`config.mk`:
```
export PLATFORM = sky130hd
export DESIGN_NAME = mps_power_ctrl
export DESIGN_NICKNAME = d
export VERILOG_FILES = /design/src/logic/mps_pkg.sv /design/src/logic/mps_power_ctrl.sv
export SDC_FILE = /design/constraint.sdc
export NUM_CORES = 1
export LEC_CHECK = 0
export BUFFER_PORTS_ARGS = -buffer_cell sky130_fd_sc_hd__buf_2
export CAP_MARGIN = 20
export CORE_ASPECT_RATIO = 2
export CORE_MARGIN = 5
export CORE_UTILIZATION = 64
export DETAILED_ROUTE_END_ITERATION = 10
export PLACE_DENSITY = 0.9
export SLEW_MARGIN = 15
export SYNTH_ARGS = -nofsm -noshare
export SYNTH_HDL_FRONTEND = slang
export SYNTH_SLANG_ARGS = --single-unit
```
`constraint.sdc`:
```
create_clock -name clk_sys -period 6.6 [get_ports clk_sys]
set_clock_uncertainty 0.15 [all_clocks]
set_input_delay 1.98 -clock clk_sys [delete_from_list [all_inputs] [get_ports clk_sys]]
set_output_delay 1.98 -clock clk_sys [all_outputs]
set_load 0.05 [all_outputs]
```
`src/logic/mps_pkg.sv`:
```
package mps_pkg;
  // ---------------------------------------------------------------
  // clock and time base
  // ---------------------------------------------------------------
  localparam int CLK_HZ   = 125_000_000;
  localparam int TICK_MS  = 1;                       // time base step, ms
  localparam int TICK_CYC = CLK_HZ / 1000 * TICK_MS; // cycles per step

  // times in ms, counted in time base steps
  localparam logic [15:0] DTR_WAKE_MS   = 16'h0032; // 50 ms
  localparam logic [15:0] IDLE_MS_RST   = 16'h1388; // 5 s
  localparam logic [15:0] RI_PULSE_MS   = 16'h0078; // 120 ms
  localparam logic [15:0] SRCH_ON_MS    = 16'h00C8; // 0.2 s
  localparam logic [15:0] SRCH_OFF_MS   = 16'h0320; // 0.8 s
  localparam logic [15:0] IDLE_ON_MS    = 16'h0708; // 1.8 s
  localparam logic [15:0] IDLE_OFF_MS   = 16'h00C8; // 0.2 s
  localparam logic [15:0] DATA_ON_MS    = 16'h007D; // 0.125 s
  localparam logic [15:0] DATA_OFF_MS   = 16'h007D; // 0.125 s

  // ---------------------------------------------------------------
  // register map
  // ---------------------------------------------------------------
  localparam logic [3:0] REG_CTRL   = 4'h0;
  localparam logic [3:0] REG_IDLE   = 4'h1;
  localparam logic [3:0] REG_STATUS = 4'h2;

  // control fields
  localparam int CTRL_FUN_LSB   = 0;  // [2:0] function level
  localparam int CTRL_SEL_LSB   = 3;  // [4:3] sleep select
  localparam int CTRL_SCRIPT    = 5;  // scripting build
  localparam int CTRL_SLEEP_REQ = 6;  // write 1: software sleep

  localparam logic [2:0] FUN_MIN   = 3'h0;
  localparam logic [2:0] FUN_FULL  = 3'h1;
  localparam logic [2:0] FUN_NORF  = 3'h4;
  localparam logic [2:0] FUN_RST   = FUN_FULL;

  localparam logic [1:0] SEL_NONE  = 2'h0;
  localparam logic [1:0] SEL_PIN   = 2'h1;
  localparam logic [1:0] SEL_IDLE  = 2'h2;
  localparam logic [1:0] SEL_USB   = 2'h3;
  localparam logic [1:0] SEL_RST   = SEL_NONE;

  // synchronised pin slots
  localparam int PIN_DTR  = 0;
  localparam int PIN_PKEY = 1;
  localparam int PIN_BATT = 2;
  localparam int PIN_SUSP = 3;
  localparam int PIN_NUM  = 4;

  // power state
  typedef enum logic [2:0] {
    MPS_OFF = 3'b001,
    MPS_ON  = 3'b010,
    MPS_SLP = 3'b100
  } mps_pwr_t;
endpackage : mps_pkg

```
`src/logic/mps_power_ctrl.sv`:
```
// Design decisions made here: the address map and strobed register access.
`timescale 1ns/1ps
`default_nettype none
// Summary of operation
// - wake input is active low
// - pin sleep: wake input high enters sleep
// - wake input low over 50ms exits sleep
// - idle sleep after serial idle timeout
// - attention command exits idle sleep
// - asleep: no answers, reports still flow
// - ring line wakes host on events
// - new message: ring line low 120ms
// - usb suspend sleeps, resume wakes
// - operating output high when LTE registered
// - network blink pattern per network state
// - data blink only after link success
// - function levels 0, 1, 4
// - level 0 rejects radio and SIM commands
// - level 4 rejects radio commands
// - level 1 restores full function
// - power key boots; key or battery shuts down
// - no sleep select or scripting build: sleep left on gpio, timer, message, data
// - software request sleeps outside the scripting build; no 30s auto sleep
// - scripting build sleeps whenever system idle
module mps_power_ctrl
  import mps_pkg::*;
#(
  parameter int TICK_CYCLES = mps_pkg::TICK_CYC
) (
  // clock and reset
  input  wire logic        clk_sys,
  input  wire logic        reset_n,
  // register port
  input  wire logic [3:0]  reg_addr,
  input  wire logic [15:0] reg_wdata,
  input  wire logic        reg_wr,
  input  wire logic        reg_rd,
  output logic      [15:0] reg_rdata,
  // pins from outside the clock domain
  input  wire logic        term_ready_n,
  input  wire logic        power_key,
  input  wire logic        batt_low,
  input  wire logic        usb_suspend,
  // serial side, same clock
  input  wire logic        serial_rx_act,
  input  wire logic        serial_tx_act,
  input  wire logic        cmd_valid,
  input  wire logic        cmd_attn,
  input  wire logic        cmd_radio,
  input  wire logic        cmd_sim,
  output logic             cmd_ack,
  output logic             cmd_nak,
  // system events, same clock
  input  wire logic        sms_evt,
  input  wire logic        data_evt,
  input  wire logic        call_ringing,
  input  wire logic        report_evt,
  input  wire logic        gpio_evt,
  input  wire logic        timer_evt,
  input  wire logic        alarm_evt,
  input  wire logic        sys_idle,
  // network state, same clock
  input  wire logic        lte_registered,
  input  wire logic        net_searching,
  input  wire logic        ppp_ok,
  input  wire logic        pdp_ok,
  input  wire logic        rndis_ok,
  // outputs
  output logic             ring_indicator,
  output logic             op_state,
  output logic             network_state_blink,
  output logic             power_on,
  output logic             asleep,
  output logic             radio_en,
  output logic             sim_en
);
  import mps_pkg::*;

  // ---------------------------------------------------------------
  // pin synchronisers and time base
  // ---------------------------------------------------------------
  logic [PIN_NUM-1:0] pin_raw;
  logic [PIN_NUM-1:0] sync1_r;
  logic [PIN_NUM-1:0] sync2_r;
  logic               pkey_d_r;
  logic [31:0]        div_r;
  logic               tick_r;

  assign pin_raw = {usb_suspend, batt_low, power_key, term_ready_n};

  // two flops per pin; the first one feeds nothing else
  genvar gi;
  generate
    for (gi = 0; gi < PIN_NUM; gi++) begin : g_sync
      always_ff @(posedge clk_sys) begin
        if (!reset_n) begin
          sync1_r[gi] <= 1'b1;
          sync2_r[gi] <= 1'b1;
        end else begin
          sync1_r[gi] <= pin_raw[gi];
          sync2_r[gi] <= sync1_r[gi];
        end
      end
    end
  endgenerate

  logic dtr_hi, pkey_edge, batt_s, susp_s;
  assign dtr_hi    = sync2_r[PIN_DTR];
  assign pkey_edge = sync2_r[PIN_PKEY] & ~pkey_d_r;
  assign batt_s    = sync2_r[PIN_BATT];
  assign susp_s    = sync2_r[PIN_SUSP];

  // 1 ms enable pulse; all slow timing hangs off it
  always_ff @(posedge clk_sys) begin
    if (!reset_n) begin
      div_r    <= 32'h0000_0000;
      tick_r   <= 1'b0;
      pkey_d_r <= 1'b1;
    end else begin
      pkey_d_r <= sync2_r[PIN_PKEY];
      tick_r   <= (div_r == 32'(TICK_CYCLES - 1));
      div_r    <= (div_r == 32'(TICK_CYCLES - 1)) ? 32'h0000_0000 : div_r + 32'h1;
    end
  end

  // ---------------------------------------------------------------
  // registers
  // ---------------------------------------------------------------
  logic [2:0]  fun_r;
  logic [1:0]  sel_r;
  logic        script_r;
  logic        sleep_req_r;
  logic [15:0] idle_lim_r;
  mps_pwr_t    pwr_r, pwr_nxt;

  function automatic logic hit(input logic [3:0] a, input logic [3:0] r);
    return a == r;
  endfunction : hit

  // function level writes only take legal levels
  always_ff @(posedge clk_sys) begin
    if (!reset_n) begin
      fun_r       <= FUN_RST;
      sel_r       <= SEL_RST;
      script_r    <= 1'b0;
      sleep_req_r <= 1'b0;
      idle_lim_r  <= IDLE_MS_RST;
    end else begin
      sleep_req_r <= 1'b0;
      if (reg_wr && hit(reg_addr, REG_CTRL)) begin
        if (reg_wdata[2:0] == FUN_MIN || reg_wdata[2:0] == FUN_FULL ||
            reg_wdata[2:0] == FUN_NORF) begin
          fun_r <= reg_wdata[2:0];
        end
        sel_r       <= reg_wdata[CTRL_SEL_LSB +: 2];
        script_r    <= reg_wdata[CTRL_SCRIPT];
        sleep_req_r <= reg_wdata[CTRL_SLEEP_REQ];
      end
      if (reg_wr && hit(reg_addr, REG_IDLE)) begin
        idle_lim_r <= reg_wdata;
      end
    end
  end

  // read data stands one cycle after the strobe; unmapped reads zero
  always_ff @(posedge clk_sys) begin
    if (!reset_n) begin
      reg_rdata <= 16'h0000;
    end else if (reg_rd) begin
      if (hit(reg_addr, REG_CTRL)) begin
        reg_rdata <= {10'h000, script_r, sel_r, fun_r};
      end else if (hit(reg_addr, REG_IDLE)) begin
        reg_rdata <= idle_lim_r;
      end else if (hit(reg_addr, REG_STATUS)) begin
        reg_rdata <= {12'h000, ~dtr_hi, pwr_r};
      end else begin
        reg_rdata <= 16'h0000;
      end
    end else begin
      reg_rdata <= 16'h0000;
    end
  end

  // ---------------------------------------------------------------
  // wake input low time and serial idle time
  // ---------------------------------------------------------------
  logic [15:0] dtr_cnt_r;
  logic [15:0] idle_cnt_r;
  logic        dtr_wake, idle_due;

  // low level is the wake request; any high restarts the count
  always_ff @(posedge clk_sys) begin
    if (!reset_n) begin
      dtr_cnt_r <= 16'h0000;
    end else if (dtr_hi) begin
      dtr_cnt_r <= 16'h0000;
    end else if (tick_r && dtr_cnt_r != 16'hFFFF) begin
      dtr_cnt_r <= dtr_cnt_r + 16'h1;
    end
  end
  assign dtr_wake = dtr_cnt_r > DTR_WAKE_MS;

  // any character either way restarts the idle wait
  always_ff @(posedge clk_sys) begin
    if (!reset_n) begin
      idle_cnt_r <= 16'h0000;
    end else if (serial_rx_act || serial_tx_act) begin
      idle_cnt_r <= 16'h0000;
    end else if (tick_r && idle_cnt_r != 16'hFFFF) begin
      idle_cnt_r <= idle_cnt_r + 16'h1;
    end
  end
  assign idle_due = idle_cnt_r > idle_lim_r;

  // ---------------------------------------------------------------
  // power state machine
  // ---------------------------------------------------------------
  logic wake_evt;
  assign wake_evt = gpio_evt | timer_evt | sms_evt | data_evt |
                    (script_r & alarm_evt);

  // shutdown sources beat every sleep or wake cause
  always_comb begin
    pwr_nxt = pwr_r;
    case (pwr_r)
      MPS_OFF: begin
        if (pkey_edge && !batt_s) pwr_nxt = MPS_ON;
      end
      MPS_ON: begin
        if (pkey_edge || batt_s) begin
          pwr_nxt = MPS_OFF;
        end else if (script_r) begin
          if (sys_idle) pwr_nxt = MPS_SLP;
        end else if (sleep_req_r) begin
          pwr_nxt = MPS_SLP;
        end else begin
          case (sel_r)
            SEL_PIN:  if (dtr_hi) pwr_nxt = MPS_SLP;
            SEL_IDLE: if (idle_due) pwr_nxt = MPS_SLP;
            SEL_USB:  if (susp_s) pwr_nxt = MPS_SLP;
            default:  pwr_nxt = MPS_ON;
          endcase
        end
      end
      MPS_SLP: begin
        if (pkey_edge || batt_s) begin
          pwr_nxt = MPS_OFF;
        end else if (script_r || sel_r == SEL_NONE) begin
          if (wake_evt) pwr_nxt = MPS_ON;
        end else begin
          case (sel_r)
            SEL_PIN:  if (dtr_wake) pwr_nxt = MPS_ON;
            SEL_IDLE: if (cmd_valid && cmd_attn) pwr_nxt = MPS_ON;
            SEL_USB:  if (!susp_s) pwr_nxt = MPS_ON;
            default:  pwr_nxt = MPS_ON;
          endcase
        end
      end
      default: pwr_nxt = MPS_OFF;
    endcase
  end

  always_ff @(posedge clk_sys) begin
    if (!reset_n) begin
      pwr_r    <= MPS_OFF;
      power_on <= 1'b0;
      asleep   <= 1'b0;
    end else begin
      pwr_r    <= pwr_nxt;
      power_on <= pwr_nxt != MPS_OFF;
      asleep   <= pwr_nxt == MPS_SLP;
    end
  end

  // ---------------------------------------------------------------
  // command answers and function level
  // ---------------------------------------------------------------
  // asleep or off nothing is answered; the waking attention is lost
  always_ff @(posedge clk_sys) begin
    if (!reset_n) begin
      cmd_ack <= 1'b0;
      cmd_nak <= 1'b0;
    end else begin
      cmd_ack <= 1'b0;
      cmd_nak <= 1'b0;
      if (cmd_valid && pwr_r == MPS_ON) begin
        if ((fun_r == FUN_MIN && (cmd_radio || cmd_sim)) ||
            (fun_r == FUN_NORF && cmd_radio)) begin
          cmd_nak <= 1'b1;
        end else begin
          cmd_ack <= 1'b1;
        end
      end
    end
  end

  always_ff @(posedge clk_sys) begin
    if (!reset_n) begin
      radio_en <= 1'b0;
      sim_en   <= 1'b0;
    end else begin
      radio_en <= pwr_r != MPS_OFF && fun_r == FUN_FULL;
      sim_en   <= pwr_r != MPS_OFF && fun_r != FUN_MIN;
    end
  end

  // ---------------------------------------------------------------
  // ring line and state outputs
  // ---------------------------------------------------------------
  logic [15:0] ri_cnt_r;

  // events keep arriving while asleep, so the host is always woken
  always_ff @(posedge clk_sys) begin
    if (!reset_n) begin
      ri_cnt_r <= 16'h0000;
    end else if (pwr_r == MPS_OFF) begin
      ri_cnt_r <= 16'h0000;
    end else if (sms_evt || data_evt || report_evt) begin
      ri_cnt_r <= RI_PULSE_MS;
    end else if (tick_r && ri_cnt_r != 16'h0000) begin
      ri_cnt_r <= ri_cnt_r - 16'h1;
    end
  end

  always_ff @(posedge clk_sys) begin
    if (!reset_n) begin
      ring_indicator <= 1'b1;
      op_state       <= 1'b0;
    end else begin
      ring_indicator <= !(pwr_r != MPS_OFF &&
                          (ri_cnt_r != 16'h0000 || call_ringing));
      op_state <= pwr_r != MPS_OFF && lte_registered;
    end
  end

  // ---------------------------------------------------------------
  // network blink
  // ---------------------------------------------------------------
  logic [15:0] bl_cnt_r;
  logic        bl_on_r;
  logic [15:0] on_ms, off_ms;
  logic        bl_act, data_up;

  assign data_up = ppp_ok | (pdp_ok & rndis_ok);

  always_comb begin
    bl_act = 1'b1;
    on_ms  = SRCH_ON_MS;
    off_ms = SRCH_OFF_MS;
    if (pwr_r == MPS_OFF) begin
      bl_act = 1'b0;
    end else if (lte_registered && data_up) begin
      on_ms  = DATA_ON_MS;
      off_ms = DATA_OFF_MS;
    end else if (lte_registered) begin
      on_ms  = IDLE_ON_MS;
      off_ms = IDLE_OFF_MS;
    end else if (!net_searching) begin
      bl_act = 1'b0;
    end
  end

  // a pattern change takes effect at the end of the running phase
  always_ff @(posedge clk_sys) begin
    if (!reset_n) begin
      bl_cnt_r            <= 16'h0000;
      bl_on_r             <= 1'b0;
      network_state_blink <= 1'b0;
    end else begin
      if (!bl_act) begin
        bl_cnt_r <= 16'h0000;
        bl_on_r  <= 1'b0;
      end else if (tick_r) begin
        if (bl_cnt_r == 16'h0000) begin
          bl_on_r  <= ~bl_on_r;
          bl_cnt_r <= (bl_on_r ? off_ms : on_ms) - 16'h1;
        end else begin
          bl_cnt_r <= bl_cnt_r - 16'h1;
        end
      end
      network_state_blink <= bl_act & bl_on_r;
    end
  end
endmodule : mps_power_ctrl
`default_nettype wire

```
# Word-level counts from Yosys, hierarchy flattened
# Cells that the tools add are included.
word_totals:
  reg_bits: 158
  in_bits: 47
  out_inout_bits: 25
  word_cells: 157
classes:
  n_addsub: 6
  magnitude_cmp: 2
  n_eq_ne: 18
  mux: 36
  bitwise: 14
  n_reduce_logical: 47
ops:
  columns: ["operator", "count"]
  rows:
  - ["2-to-1 mux 16 bit", 3]
  - ["subtractor 16 x 1 -> 16 bit, second input constant", 3]
  - ["2-to-1 mux 3 bit", 14]
  - ["2-to-1 mux 11 bit", 3]
  - ["adder 16 x 1 -> 16 bit, second input constant", 2]
  - ["adder 32 x 1 -> 32 bit, second input constant", 1]
  - ["== test 32 x 17 -> 1 bit, second input constant", 1]
  - ["!= test 16 bit, second input constant", 2]
  - ["2-to-1 mux 10 bit", 3]
  - ["one-hot mux 3 bit (3 select lines)", 3]
  - ["greater-than comparator 16 bit", 1]
  - ["greater-than comparator 16 x 6 -> 1 bit, second input constant", 1]
  - ["logical NOT 16 bit", 1]
  - ["nonzero test 16 bit", 1]
  - ["logical AND 1 bit", 15]
  - ["2-to-1 mux 7 bit", 2]
  - ["== test 3 bit, second input constant", 4]
  - ["AND reduction 2 bit", 6]
  - ["logical OR 1 bit", 10]
  - ["== test 3 x 1 -> 1 bit, second input constant", 3]
  - ["OR reduction 2 bit", 4]
  - ["logical NOT 3 bit", 2]
  - ["2-to-1 mux 1 bit", 6]
  - ["2-to-1 mux 6 bit", 1]
  - ["16 further kinds", 31]

# Longest topological paths before layout
# Gate-level depths: netlist of the first run.
depth:
  ltp_word: 9
  ltp_mapped: 10
  depth_no_buf: 9

# Worst setup path after synthesis of the first run
# OpenSTA, ideal clock, no wires.
synth_timing:
  kind: "input port to flip-flop"
  startpoint: "input port pdp_ok"
  endpoint: "register bl_cnt_r[12]"
  setup_time_ps: 128
  t_arrival_ps: 3246
  required_ps: 6322
  setup_slack_ps: 3077
  cell_stages: 9
  path_buffers: 0
  path_cell_list: "a21oi_1 -> nor3_1 -> a31oi_1 -> ha_1 -> nand2_1 -> nor2_1 -> nand4b_1 -> xor2_1 -> nor2_1"
synth_via:
  elab_chain_len: 8
  word_cells_on_any_way: 13
  cone_classes: "add/sub: 1; mux: 8; bitwise: 2; reduce/logical: 2"
synth_lines:
  columns: ["element", "line", "rtl"]
  rows:
  - ["start, declared", "mps_power_ctrl.sv:66", "input wire logic pdp_ok,"]
  - ["bitwise AND 1 bit *", "mps_power_ctrl.sv:344", "assign data_up = ppp_ok | (pdp_ok & rndis_ok);"]
  - ["OR 1 bit *", "mps_power_ctrl.sv:344", null]
  - ["logical AND 1 bit *", "mps_power_ctrl.sv:352", "end else if (lte_registered && data_up) begin"]
  - ["2-to-1 mux 11 bit or 2-to-1 mux 10 bit (tied branches)", "mps_power_ctrl.sv:352", null]
  - ["2-to-1 mux 11 bit or 2-to-1 mux 10 bit (tied branches)", "mps_power_ctrl.sv:350", "if (pwr_r == MPS_OFF) begin"]
  - ["2-to-1 mux 16 bit", "mps_power_ctrl.sv:376", "bl_cnt_r <= (bl_on_r ? off_ms : on_ms) - 16'h1;"]
  - ["subtractor 16 x 1 -> 16 bit", "mps_power_ctrl.sv:376", null]
  - ["2-to-1 mux 16 bit", "mps_power_ctrl.sv:374", "if (bl_cnt_r == 16'h0000) begin"]
  - ["end signal, assigned", "mps_power_ctrl.sv:376", null]
  - ["end signal, assigned", "mps_power_ctrl.sv:378", "bl_cnt_r <= bl_cnt_r - 16'h1;"]
  - ["end, declared", "mps_power_ctrl.sv:339", "logic [15:0] bl_cnt_r;"]
# Every way passes the cells marked *; elsewhere a longest branch is shown, timed or not.
# A chain may end at the register's enable or synchronous reset.

# Final worst setup path of the first run
layout_timing:
  startpoint: "input port reset_n"
  endpoint: "register bl_cnt_r[7]"
layout_via:
  elab_chain_len: 1
layout_lines:
  columns: ["element", "line", "rtl"]
  rows:
  - ["start, declared", "mps_power_ctrl.sv:32", "input wire logic reset_n,"]
  - ["AND reduction 2 bit (no source line)", null, null]
# No other way between the ends.

==> metrics.yaml, run 1 <==
status:
  status: "complete, no violations"
cts:
  clockBufferDepth: 2
  ctsResizeCount: 0
  cts_made_buffers: 17
  postCtsHoldBufs: 0
  cts_setup_buffers: 0
  htreeDepth: 4
  clock_sinks: 158
  clk_pin_slew_ns: 0.06
  cts_tree: "yes"
  clk_latency_ns: 0.43
  cts_root_buf: "clkbuf_16"
yosys:
  yosysUniqueCellTypes: 62
  syn_avg_cell_area_sq_um: 8.419
  synth_nets: 960
  ys_seq_area_share_pct: 42.17
  yosys-top-cells-area: "dfxtp_1 42%, nor2_1 6.5%, xor2_1 4.7%, xnor2_1 3.9%, ha_1 3.7%"
  syn_area_sq_um: 7501
  syn_inst: 891
  ys_ff_latch: 158
  synth_top_area_share_pct: 42.17
  synthArstFlopShare_pct: 0
  yosysTopAreaCell: "dfxtp_1"
  yosysWarnings: 0
  synth-edff-count: 0
  synth_ff_type: "dfxtp_1"
die:
  start_util_pct: 64.49
  rows: 56
  die_w_um: 86.55
  io-pin-count: 72
  coreArea_sq_um: 11630
  die_y_um: 163.1
  dieArea_sq_um: 14120
detailed_routing:
  route.detailed.wl_per_inst_um: 17.80
  drc: 0
  vias: 6953
  antenna_left: 0
  wl_mm: 19.71
  viasPerCell: 6.281
  first_iter_violations: 452
  first_pass_iters: 5
timing:
  tns_ns: 0
  slew_headroom_pct: 37.63
  final_max_slew_viol_count: 0
  rsz0062_at_grt: "false"
  setup_viol: 0
  fmax_mhz: 253.2
  period_minus_slack_ns: 3.950
  tightest_slew_ns: 0.9239
  hold_viol: 0
  period_share_pct: 59.84
pwr:
  leakage_nw: 3.141
  p_per_area_nw_per_um2: 235.8
  irDropWorstVdd_mv: 0.2055
critical_path:
  critical_path_buf_inv_count: 3
  required_ns: 6.82
  setup.worst_path.start_class: "input port"
  cp_top_family: "buffers and inverters"
  worst_setup_path_end_kind: "flip-flop"
  critical_path_class: "in2reg"
  cpPeakStageDelay_ns: 0.62
  r2r_slack_ns: 3.79
  crit_chain: "buf_2 > clkinv_1 > nor2_1 > o21ai_0 > buf_4 > a311o_1 > nor2_1"
  path_common_cell: "nor2_1"
  slowest_stage: "clkinv_1"
  crit_arrival_ns: 4.17
  path_max_fanout: 28
run:
  cap_violations: 0
cells_and_area:
  drive_gt1_share_pct: 12.16
  antenna_cells: 0
  fin_nets: 1018
  final_util_pct: 73.30
  regArea_sq_um: 3163
  n_fill_cell: 853
  area_growth_pct: 13.66
  multi_input_area_sq_um: 4048
placed_design:
  place_congestion: 0.9437
  dpl.hpwl_mm: 13.75
  port_buffers: 71
global_route:
  grt_overflow: 0
  grt_max_degree: 29
  grt_pass1_vias: 7103
  grt_usage_pct: 28.67
  antenna_found_initial: 0
  grt_pass1_wl_mm: 32.26
hold_path:
  hold_path.class: "reg2reg"
synthesized netlist by cell type (9+ instances only):
master,instances
nand3_1,38
xnor2_1,33
nand4_1,33
mux2i_1,9
a211oi_1,13
xor2_1,40
o21ai_0,19
dfxtp_1,158
nor2_1,129
clkbuf_1,31
or3_1,10
inv_1,39
nor4_1,22
ha_1,22
and3_1,11
nand2b_1,22
nor3_1,35
o211ai_1,9
a21oi_1,47
nand2_1,68
cells in the final DEF, fill, tap and decap left out, drive strengths merged, types with 11 or more instances in the layout:
| master | instances |
|---|---|
| dfxtp | 158 |
| nor2 | 129 |
| buf | 75 |
| nand2 | 68 |
| a21oi | 47 |
| inv | 43 |
| xor2 | 40 |
| nand3 | 38 |
| nor3 | 37 |
| xnor2 | 33 |
| nand4 | 33 |
| nor4 | 22 |
| nand2b | 22 |
| ha | 22 |
| clkbuf | 21 |
| o21ai | 19 |
| a211oi | 13 |
| and3 | 11 |
stage by stage:
stage | cell area (sq um) | power (mW) | setup slack (ns) | std cells | hold slack [ns]
final | 8526 | 2.010 | 2.650 | 1107 | 0.2581
after global routing | 8526 | 2.064 | 2.518 | 1107 | 0.2676
after CTS | 8526 | 2.010 | 2.744 | 1107 | 0.2587
after detailed placement | 7935 | 1.045 | 2.357 | 1075 | 0.2457
after global placement | 7920 | 1.042 | 2.381 | 1074 | 0.2400
after floorplan | 7501 | 1.017 | 3.077 | 891 | 0.2363
report_power, final:
group / internal [mW] / total [mW] / switching, mW
clock network: 0.582 / 0.985 / 0.403
registers: 0.960 / 0.965 / 0.00514
logic: 0.0217 / 0.0604 / 0.0386
total: 1.56 / 2.01 / 0.447
final cells by class:
class	count	share of cell area [%]
clock inverter	11	1.526
tap	145	2.128
sequential	158	37.10
timing repair buffer	75	4.608
inverter	40	1.761
multi-input combinational	657	47.48
clock buffer	21	5.401
sequential cells by signal, summed over array words and instances, names as in the netlist, 2 cells and up:
register,cells
idle_lim_r,16
sel_r,2
fun_r,3
bl_cnt_r,16
dtr_cnt_r,16
reg_rdata,16
pwr_r,3
idle_cnt_r,16
sync1_r,4
ri_cnt_r,16
div_r,32
cell families after synthesis:
family	Yosys count	synth area share [%]
simple gates	416	28.09
flops	158	42.17
compound gates	136	12.33
buf+inv	76	3.870
xor+xnor	73	8.524
fa+ha+maj	22	3.670
mux	10	1.351
final timing paths:
kind | from | cells after the start | end
setup / recovery | reset_n | 7 | bl_cnt_r[7]$_SDFFE_PN0P_
hold / removal | sync1_r[3]$_SDFF_PN1_ | 1 | susp_s$_SDFF_PN1_
setup reg to reg | pwr_r[0]$_SDFF_PN1_ | 9 | bl_cnt_r[14]$_SDFFE_PN0P_
hold reg to reg | sync1_r[3]$_SDFF_PN1_ | 1 | susp_s$_SDFF_PN1_
metal layers:
metal / part of all wire, % / global-route usage (%) / wire length [um] / up-vias
met5: 0 / 0 / 0 / -
met4: 5.1 / 16.81 / 1005 / 0
met3: 6.8 / 6.259 / 1347 / 87
met2: 53 / 53.03 / 10490 / 313
met1: 35 / 28.28 / 6869 / 3270
li1: - / - / - / 3283
No activity file was read; power rests on OpenSTA's default activity.
==> inputs of run 2 (changes only) <==
--- a/config.mk
+++ b/config.mk
@@ -5,13 +5,14 @@
 export SDC_FILE = /design/constraint.sdc
 export NUM_CORES = 1
 export LEC_CHECK = 0
+export ABC_AREA = 1
 export BUFFER_PORTS_ARGS = -buffer_cell sky130_fd_sc_hd__buf_2
 export CAP_MARGIN = 20
 export CORE_ASPECT_RATIO = 2
 export CORE_MARGIN = 5
-export CORE_UTILIZATION = 64
+export CORE_UTILIZATION = 60
 export DETAILED_ROUTE_END_ITERATION = 10
-export PLACE_DENSITY = 0.9
+export PLACE_DENSITY = 0.85
 export SLEW_MARGIN = 15
 export SYNTH_ARGS = -nofsm -noshare
 export SYNTH_HDL_FRONTEND = slang
==> constraint.sdc (replaced) <==
create_clock -name clk_sys -period 4 [get_ports clk_sys]
set_clock_uncertainty 0.15 [all_clocks]
set_input_delay 1.2 -clock clk_sys [delete_from_list [all_inputs] [get_ports clk_sys]]
set_output_delay 1.2 -clock clk_sys [all_outputs]
set_load 0.05 [all_outputs]
==> metrics.yaml, run 2 <==
status:
  status: "complete, no violations"
cts:
  cts_made_buffers: 17  # unchanged
  cts_tree: "yes"
  cts_root_buf: "clkbuf_16"
  postCtsHoldBufs: 0  # unchanged
  cts_setup_buffers: 0  # unchanged
  clock_sinks: 158  # unchanged
  ctsResizeCount: 0  # unchanged
  clockBufferDepth: 2  # unchanged
  clk_latency_ns: 0.43  # about the same
  htreeDepth: 4  # unchanged
  clk_pin_slew_ns: 0.07  # about the same
yosys:
  ys_ff_latch: 158  # unchanged
  syn_inst: 1155  # +30%
  yosysUniqueCellTypes: 55  # -11%
  synth_compound_area_share_pct: 12.14  # -0.19 points
  syn_area_sq_um: 8195  # +9.3%
  synth-edff-count: 0  # unchanged
  synthMuxAreaShare_pct: 0  # -1.4 points
  ys_seq_area_share_pct: 38.60  # -3.6 points
  synthTopCellsByCount: "226 x nand2_1, 158 x dfxtp_1, 155 x inv_1, 144 x nor2_1, 94 x a21oi_1"
  synth_xor_area_share_pct: 2.351  # -6.2 points
  yosysWarnings: 0  # unchanged
  yosys.area_share.adder_pct: 3.359  # -0.31 points
  yosys.area_share.simple_pct: 34.85  # +6.8 points
  synthMostInstantiatedCell: "nand2_1"
  yosysTopAreaCell: "dfxtp_1"
  synth_top_area_share_pct: 38.60  # -3.6 points
  synth_nets: 1224  # +28%
  yosys-top-cells-area: "dfxtp_1 39%, nand2_1 10%, inv_1 7.1%, nor2_1 6.6%, a21oi_1 5.7%"
  syn_avg_cell_area_sq_um: 7.096  # -16%
  synthArstFlopShare_pct: 0  # unchanged
  synth_top_family_by_area: "simple AND/OR/NAND/NOR gates"
  synth_ff_type: "dfxtp_1"
placed_design:
  dpl.hpwl_mm: 15.72  # +14%
  placed_area_sq_um: 8727  # +10%
  port_buffers: 71  # unchanged
  place_ws_ns: 0.9264  # -1.431 ns
  place_congestion: 0.9260  # -1.9%
critical_path:
  critical_path_buf_inv_count: 3  # unchanged
  cp_top_family: "simple AND/OR/NAND/NOR gates"
  critical_path_class: "in2reg"
  setup.worst_path.start_class: "input port"
  slowest_stage: "nor2_1"
  path_common_cell: "nand2_1"
  required_ns: 4.17  # -2.65 ns
  crit_chain: "buf_2 > nand2_1 > nand2_1 > nand2_1 > nor2_1 > nand3_2 > nand2_2 > inv_1 > ha_1 > nand3_1 > nor2_2 > nand3_1 > xor2_1 > o21ai_0 > inv_1"
  cpPeakStageDelay_ns: 0.19  # -0.43 ns
  worst_setup_path_end_kind: "flip-flop"
  path_max_fanout: 4  # -86%
  crit_arrival_ns: 2.83  # -1.34 ns
timing:
  final_max_slew_viol_count: 0  # unchanged
  setup_viol: 0  # unchanged
  tns_ns: 0  # unchanged
  final.setup.worst_slack_ns: 1.343  # -1.307 ns
  slew_headroom_pct: 55.36  # +18 points
  fmax_mhz: 376.4
  rsz0062_at_grt: "false"
  period_share_pct: 66.42
  tightest_slew_ns: 0.6645  # -0.2594 ns
  hold_viol: 0  # unchanged
  period_minus_slack_ns: 2.657
cells_and_area:
  design_area_sq_um: 9334  # +9.5%
  n_fill_cell: 1064  # +25%
  antenna_cells: 0  # unchanged
  layout_commonest_cell: "nand2_1"
  largest_reg_flops: 32  # unchanged
  layout_common_cells: "226 x nand2_1, 158 x dfxtp_1, 155 x inv_1, 144 x nor2_1, 94 x a21oi_1"
  area_growth_pct: 13.89
  drive_gt1_share_pct: 15.64  # +3.5 points
  fin_nets: 1303  # +28%
  top_register: "div_r"
detailed_routing:
  vias: 7945  # +14%
  drc: 0  # unchanged
  wl_mm: 20.87  # +5.9%
  antenna_left: 0  # unchanged
  first_iter_violations: 498  # +10%
  first_pass_iters: 5  # unchanged
  viasPerCell: 5.667  # -9.8%
  route.detailed.wl_per_inst_um: 14.88  # -16%
pwr:
  leakage_nw: 3.757  # +20%
  p_per_area_nw_per_um2: 362.5  # +54%
  irDropWorstVdd_mv: 0.3309  # +61%
die:
  start_util_pct: 60.99  # -3.5 points
  die_w_um: 92.64  # +7.0%
  io-pin-count: 72  # unchanged
  rows: 60  # +7.1%
  dieArea_sq_um: 16240  # +15%
  coreArea_sq_um: 13440  # +16%
  die_y_um: 175.3  # +7.5%
run:
  cap_violations: 0  # unchanged
global_route:
  grt_pass1_vias: 7706  # +8.5%
  grt_overflow: 0  # unchanged
  grt_max_degree: 32  # +10%
  antenna_found_initial: 0  # unchanged
  grt_pass1_wl_mm: 34.27  # +6.2%
  grt_usage_pct: 26.14  # -2.5 points
hold_path:
  hold_path.class: "reg2reg"
run 2: power by group:
part           internal [mW]  total (mW)  switching, mW
clock                  0.988        1.68          0.687
sequential              1.59        1.59        0.00835
combinational         0.0414       0.114         0.0723
total                   2.62        3.38          0.768
run 2: final timing paths:
| check | startpoint | to | slack [ns] | depth (start not counted) |
|---|---|---|---|---|
| worst max-delay path | pdp_ok | bl_cnt_r[6]$_SDFFE_PN0P_ | 1.34 | 15 |
| worst min register to register | sync1_r[2]$_SDFF_PN1_ | batt_s$_SDFF_PN1_ | 0.27 | 1 |
| worst min-delay path | sync1_r[2]$_SDFF_PN1_ | batt_s$_SDFF_PN1_ | 0.27 | 1 |
| worst max register to register | ri_cnt_r[0]$_SDFFE_PP0P_ | ri_cnt_r[8]$_SDFFE_PP0P_ | 1.46 | 14 |
run 2: area by class of cell:
class	instances	area, sq um	area share [%]
Multi-Input combinational cell	810	4319	46.27
Sequential cell	158	3163	33.89
Inverter	168	635.6	6.810
Clock buffer	17	425.4	4.558
Timing Repair Buffer	79	415.4	4.450
Tap cell	155	193.9	2.078
Clock inverter	15	181.4	1.944
run 2: per-stage QoR:
stage | power (mW) | instances | utilization (%) | hold WS (ns)
6_report | 3.383 | 1402 | 69.46 | 0.2681
3_3_place_gp | 1.738 | 1370 | 64.94 | 0.2514
4_1_cts | 3.390 | 1402 | 69.46 | 0.2690
3_5_place_dp | 1.741 | 1370 | 64.94 | 0.2506
2_1_floorplan | 1.690 | 1155 | - | 0.2425
5_1_grt | 3.477 | 1402 | 69.46 | 0.2819
run 2: cells by family (layout without fill, tap and decap cells):
| logic type | after synthesis | after routing |
|---|---|---|
| xor gates and xnor gates | 22 | 22 |
| and+or+nand+nor | 588 | 588 |
| AOI/OAI and AO/OA | 178 | 178 |
| DFF | 158 | 158 |
| adders and majority gates | 22 | 22 |
| buffers and inverters | 187 | 279 |
run 2: worst register-to-register path: cells and delay by family, from the launching register on:
family | cells | cell delay [ns]
flip-flops | 1 | 0.34
buffers and inverters | 3 | 0.58
adder cells (fa/ha/maj) | 1 | 0.24
AND/OR/NAND/NOR | 10 | 1.13
run 2: routing by layer:
layer / track usage (%) / vias up / part of all wire [%]
met2: 51.17 / 266 / 56
met5: 0 / - / 0
met3: 5.015 / 83 / 4.7
met1: 24.63 / 3650 / 35
li1: - / 3946 / -
met4: 14.19 / 0 / 4.9
==> inputs of run 3 (changes only) <==
--- a/config.mk
+++ b/config.mk
@@ -5,14 +5,14 @@
 export SDC_FILE = /design/constraint.sdc
 export NUM_CORES = 1
 export LEC_CHECK = 0
-export ABC_AREA = 1
+export ABC_AREA = 0
 export BUFFER_PORTS_ARGS = -buffer_cell sky130_fd_sc_hd__buf_2
 export CAP_MARGIN = 20
 export CORE_ASPECT_RATIO = 2
 export CORE_MARGIN = 5
-export CORE_UTILIZATION = 60
+export CORE_UTILIZATION = 59
 export DETAILED_ROUTE_END_ITERATION = 10
-export PLACE_DENSITY = 0.85
+export PLACE_DENSITY = 0.84
 export SLEW_MARGIN = 15
 export SYNTH_ARGS = -nofsm -noshare
 export SYNTH_HDL_FRONTEND = slang
==> constraint.sdc (replaced) <==
create_clock -name clk_sys -period 2.62 [get_ports clk_sys]
set_clock_uncertainty 0.15 [all_clocks]
set_input_delay 0.786 -clock clk_sys [delete_from_list [all_inputs] [get_ports clk_sys]]
set_output_delay 0.786 -clock clk_sys [all_outputs]
set_load 0.05 [all_outputs]
==> metrics.yaml, run 3 (synthesis gave the netlist of run 1 again) <==
cells_and_area:
  fin_nets: 1044  # -20%
  drive_gt1_share_pct: 14.39  # -1.3 points
  final_util_pct: 69.16  # -0.30 points
  top_register: "div_r"
  multi_input_area_sq_um: 4048  # -6.3%
  n_fill_cell: 990  # -7.0%
  regArea_sq_um: 3163  # unchanged
  final_cells: 1138  # -19%
  layout_commonest_cell: "dfxtp_1"
  area_growth_pct: 15.76
  largest_reg_flops: 32  # unchanged
  layout_common_cells: "158 x dfxtp_1, 129 x nor2_1, 71 x buf_2, 68 x nand2_1, 47 x a21oi_1"
critical_path:
  crit_path_end: "bl_cnt_r[5]$_SDFFE_PN0P_"
  slowest_stage: "or4_1"
  r2r_cells: 5  # -9
  cpPeakStageDelay_ns: 0.71  # +0.52 ns
  reg2reg_to: "bl_cnt_r[5]$_SDFFE_PN0P_"
  required_ns: 2.80  # -1.37 ns
  worst_setup_path_end_kind: "flip-flop"
  setup.worst_path.start_class: "flip-flop"
  critPathLaunch: "bl_cnt_r[2]$_SDFFE_PN0P_"
  path_max_fanout: 6  # +2
  crit_arrival_ns: 2.53  # -0.30 ns
  r2r_slack_ns: 0.27  # -1.19 ns
  crit_chain: "or4_1 > a41oi_2 > and2_1 > o21ai_0 > a221oi_1"
  critical_path_class: "reg2reg"
  r2r_start: "bl_cnt_r[2]$_SDFFE_PN0P_"
placed_design:
  dpl.hpwl_mm: 13.82  # -12%
  place_inst: 1106  # -19%
  place_congestion: 0.9718  # +4.9%
  port_buffers: 71  # unchanged
pwr:
  p_per_area_nw_per_um2: 563.3  # +55%
  leakage_nw: 3.243  # -14%
  irDropWorstVdd_mv: 0.5265  # +59%
global_route:
  grt_max_degree: 33  # +3.1%
  grt_pass1_wl_mm: 31.39  # -8.4%
  grt_pass1_vias: 6940  # -9.9%
  grt_usage_pct: 24.93  # -1.2 points
  grt_overflow: 0  # unchanged
  antenna_found_initial: 1  # +1
detailed_routing:
  first_iter_violations: 365  # -27%
  first_pass_iters: 5  # unchanged
  drc: 0  # unchanged
  vias: 6896  # -13%
  antenna_left: 0  # unchanged
  route.detailed.wl_per_inst_um: 16.66  # +12%
  wl_mm: 18.96  # -9.1%
  viasPerCell: 6.060  # +6.9%
cts:
  clock_sinks: 158  # unchanged
  clk_latency_ns: 0.42  # about the same
  cts_setup_buffers: 0  # unchanged
  cts_root_buf: "clkbuf_16"
  clockBufferDepth: 2  # unchanged
  postCtsHoldBufs: 0  # unchanged
  htreeDepth: 4  # unchanged
  ctsResizeCount: 0  # unchanged
  cts_tree: "yes"
  cts_made_buffers: 17  # unchanged
  clk_pin_slew_ns: 0.06  # about the same
timing:
  hold_viol: 0  # unchanged
  final_max_slew_viol_count: 0  # unchanged
  rsz0062_at_grt: "false"
  holdWs_ns: 0.2576  # -0.01047 ns
  period_share_pct: 89.83
  setup_viol: 0  # unchanged
  fmax_mhz: 424.9
  tightest_slew_ns: 0.6429  # -0.02158 ns
  period_minus_slack_ns: 2.354
  slew_headroom_pct: 56.74  # +1.4 points
die:
  die_w_um: 89.73  # -3.1%
  start_util_pct: 59.75  # -1.2 points
  die_y_um: 169.5  # -3.3%
  rows: 58  # -3.3%
  coreArea_sq_um: 12550  # -6.6%
  io-pin-count: 72  # unchanged
  dieArea_sq_um: 15210  # -6.4%
status:
  status: "complete, no violations"
hold_path:
  hold_path.class: "reg2reg"
run:
  cap_violations: 0  # unchanged
[run 3: cell count changes in the layout (fill, tap and decap cells not counted), sizes merged, moves of 24 or more]
| cell | before | now |
|---|---|---|
| xor2 | 16 | 40 |
| o21ai | 51 | 19 |
| a21oi | 96 | 47 |
| xnor2 | 6 | 33 |
| inv | 169 | 39 |
| nor2 | 164 | 129 |
| nand2 | 246 | 68 |
[run 3: worst min path at each step]
stage | start | end | cells past startpoint
floorplan | sync1_r[2]$_SDFF_PN1_ | batt_s$_SDFF_PN1_ | 1
global placement | sync1_r[1]$_SDFF_PN1_ | sync2_r[1]$_SDFF_PN1_ | 1
detailed placement | sync1_r[2]$_SDFF_PN1_ | batt_s$_SDFF_PN1_ | 1
CTS | sync1_r[1]$_SDFF_PN1_ | sync2_r[1]$_SDFF_PN1_ | 1
global route | sync1_r[1]$_SDFF_PN1_ | sync2_r[1]$_SDFF_PN1_ | 1
finish | sync1_r[1]$_SDFF_PN1_ | sync2_r[1]$_SDFF_PN1_ | 1
[run 3: per-layer routing]
layer	part of all wire (%)	up-vias	global-route usage [%]
li1	-	3344	-
met1	36	3222	24.24
met2	54	246	46.17
met3	5.4	84	4.925
met4	5.2	0	17.50
met5	0	-	0
[run 3: worst max-delay path, delay by kind of cell, from the launching register on]
kind	cells	cell delay, ns
simple gates	2	1.00
flops	1	0.38
compound gates	3	0.74
[run 3: final cells by class]
class / count / share of cell area, %
timing repair buffer: 101 / 6.686
clock buffer: 21 / 5.303
tap: 150 / 2.161
multi-input combinational: 657 / 46.61
inverter: 40 / 1.729
clock inverter: 10 / 1.052
sequential: 158 / 36.43
antenna: 1 / 0.02882
[run 3: power breakdown]
part / total, mW / switching (mW) / internal [mW]
sequential: 2.43 / 0.0116 / 2.42
clock: 2.30 / 0.954 / 1.35
combinational: 0.158 / 0.0976 / 0.0603
[run 3: per-stage QoR]
step                setup WS (ns)  area, sq um  power, mW  setup TNS [ns]
finish                     0.2664         8683      4.891               0
global route              0.09872         8683      5.050               0
CTS                        0.3029         8681      4.917               0
detailed placement       -0.04951         8129      2.637        -0.08909
global placement          0.05970         8129      2.634               0
floorplan                  0.2906         7501      2.561               0
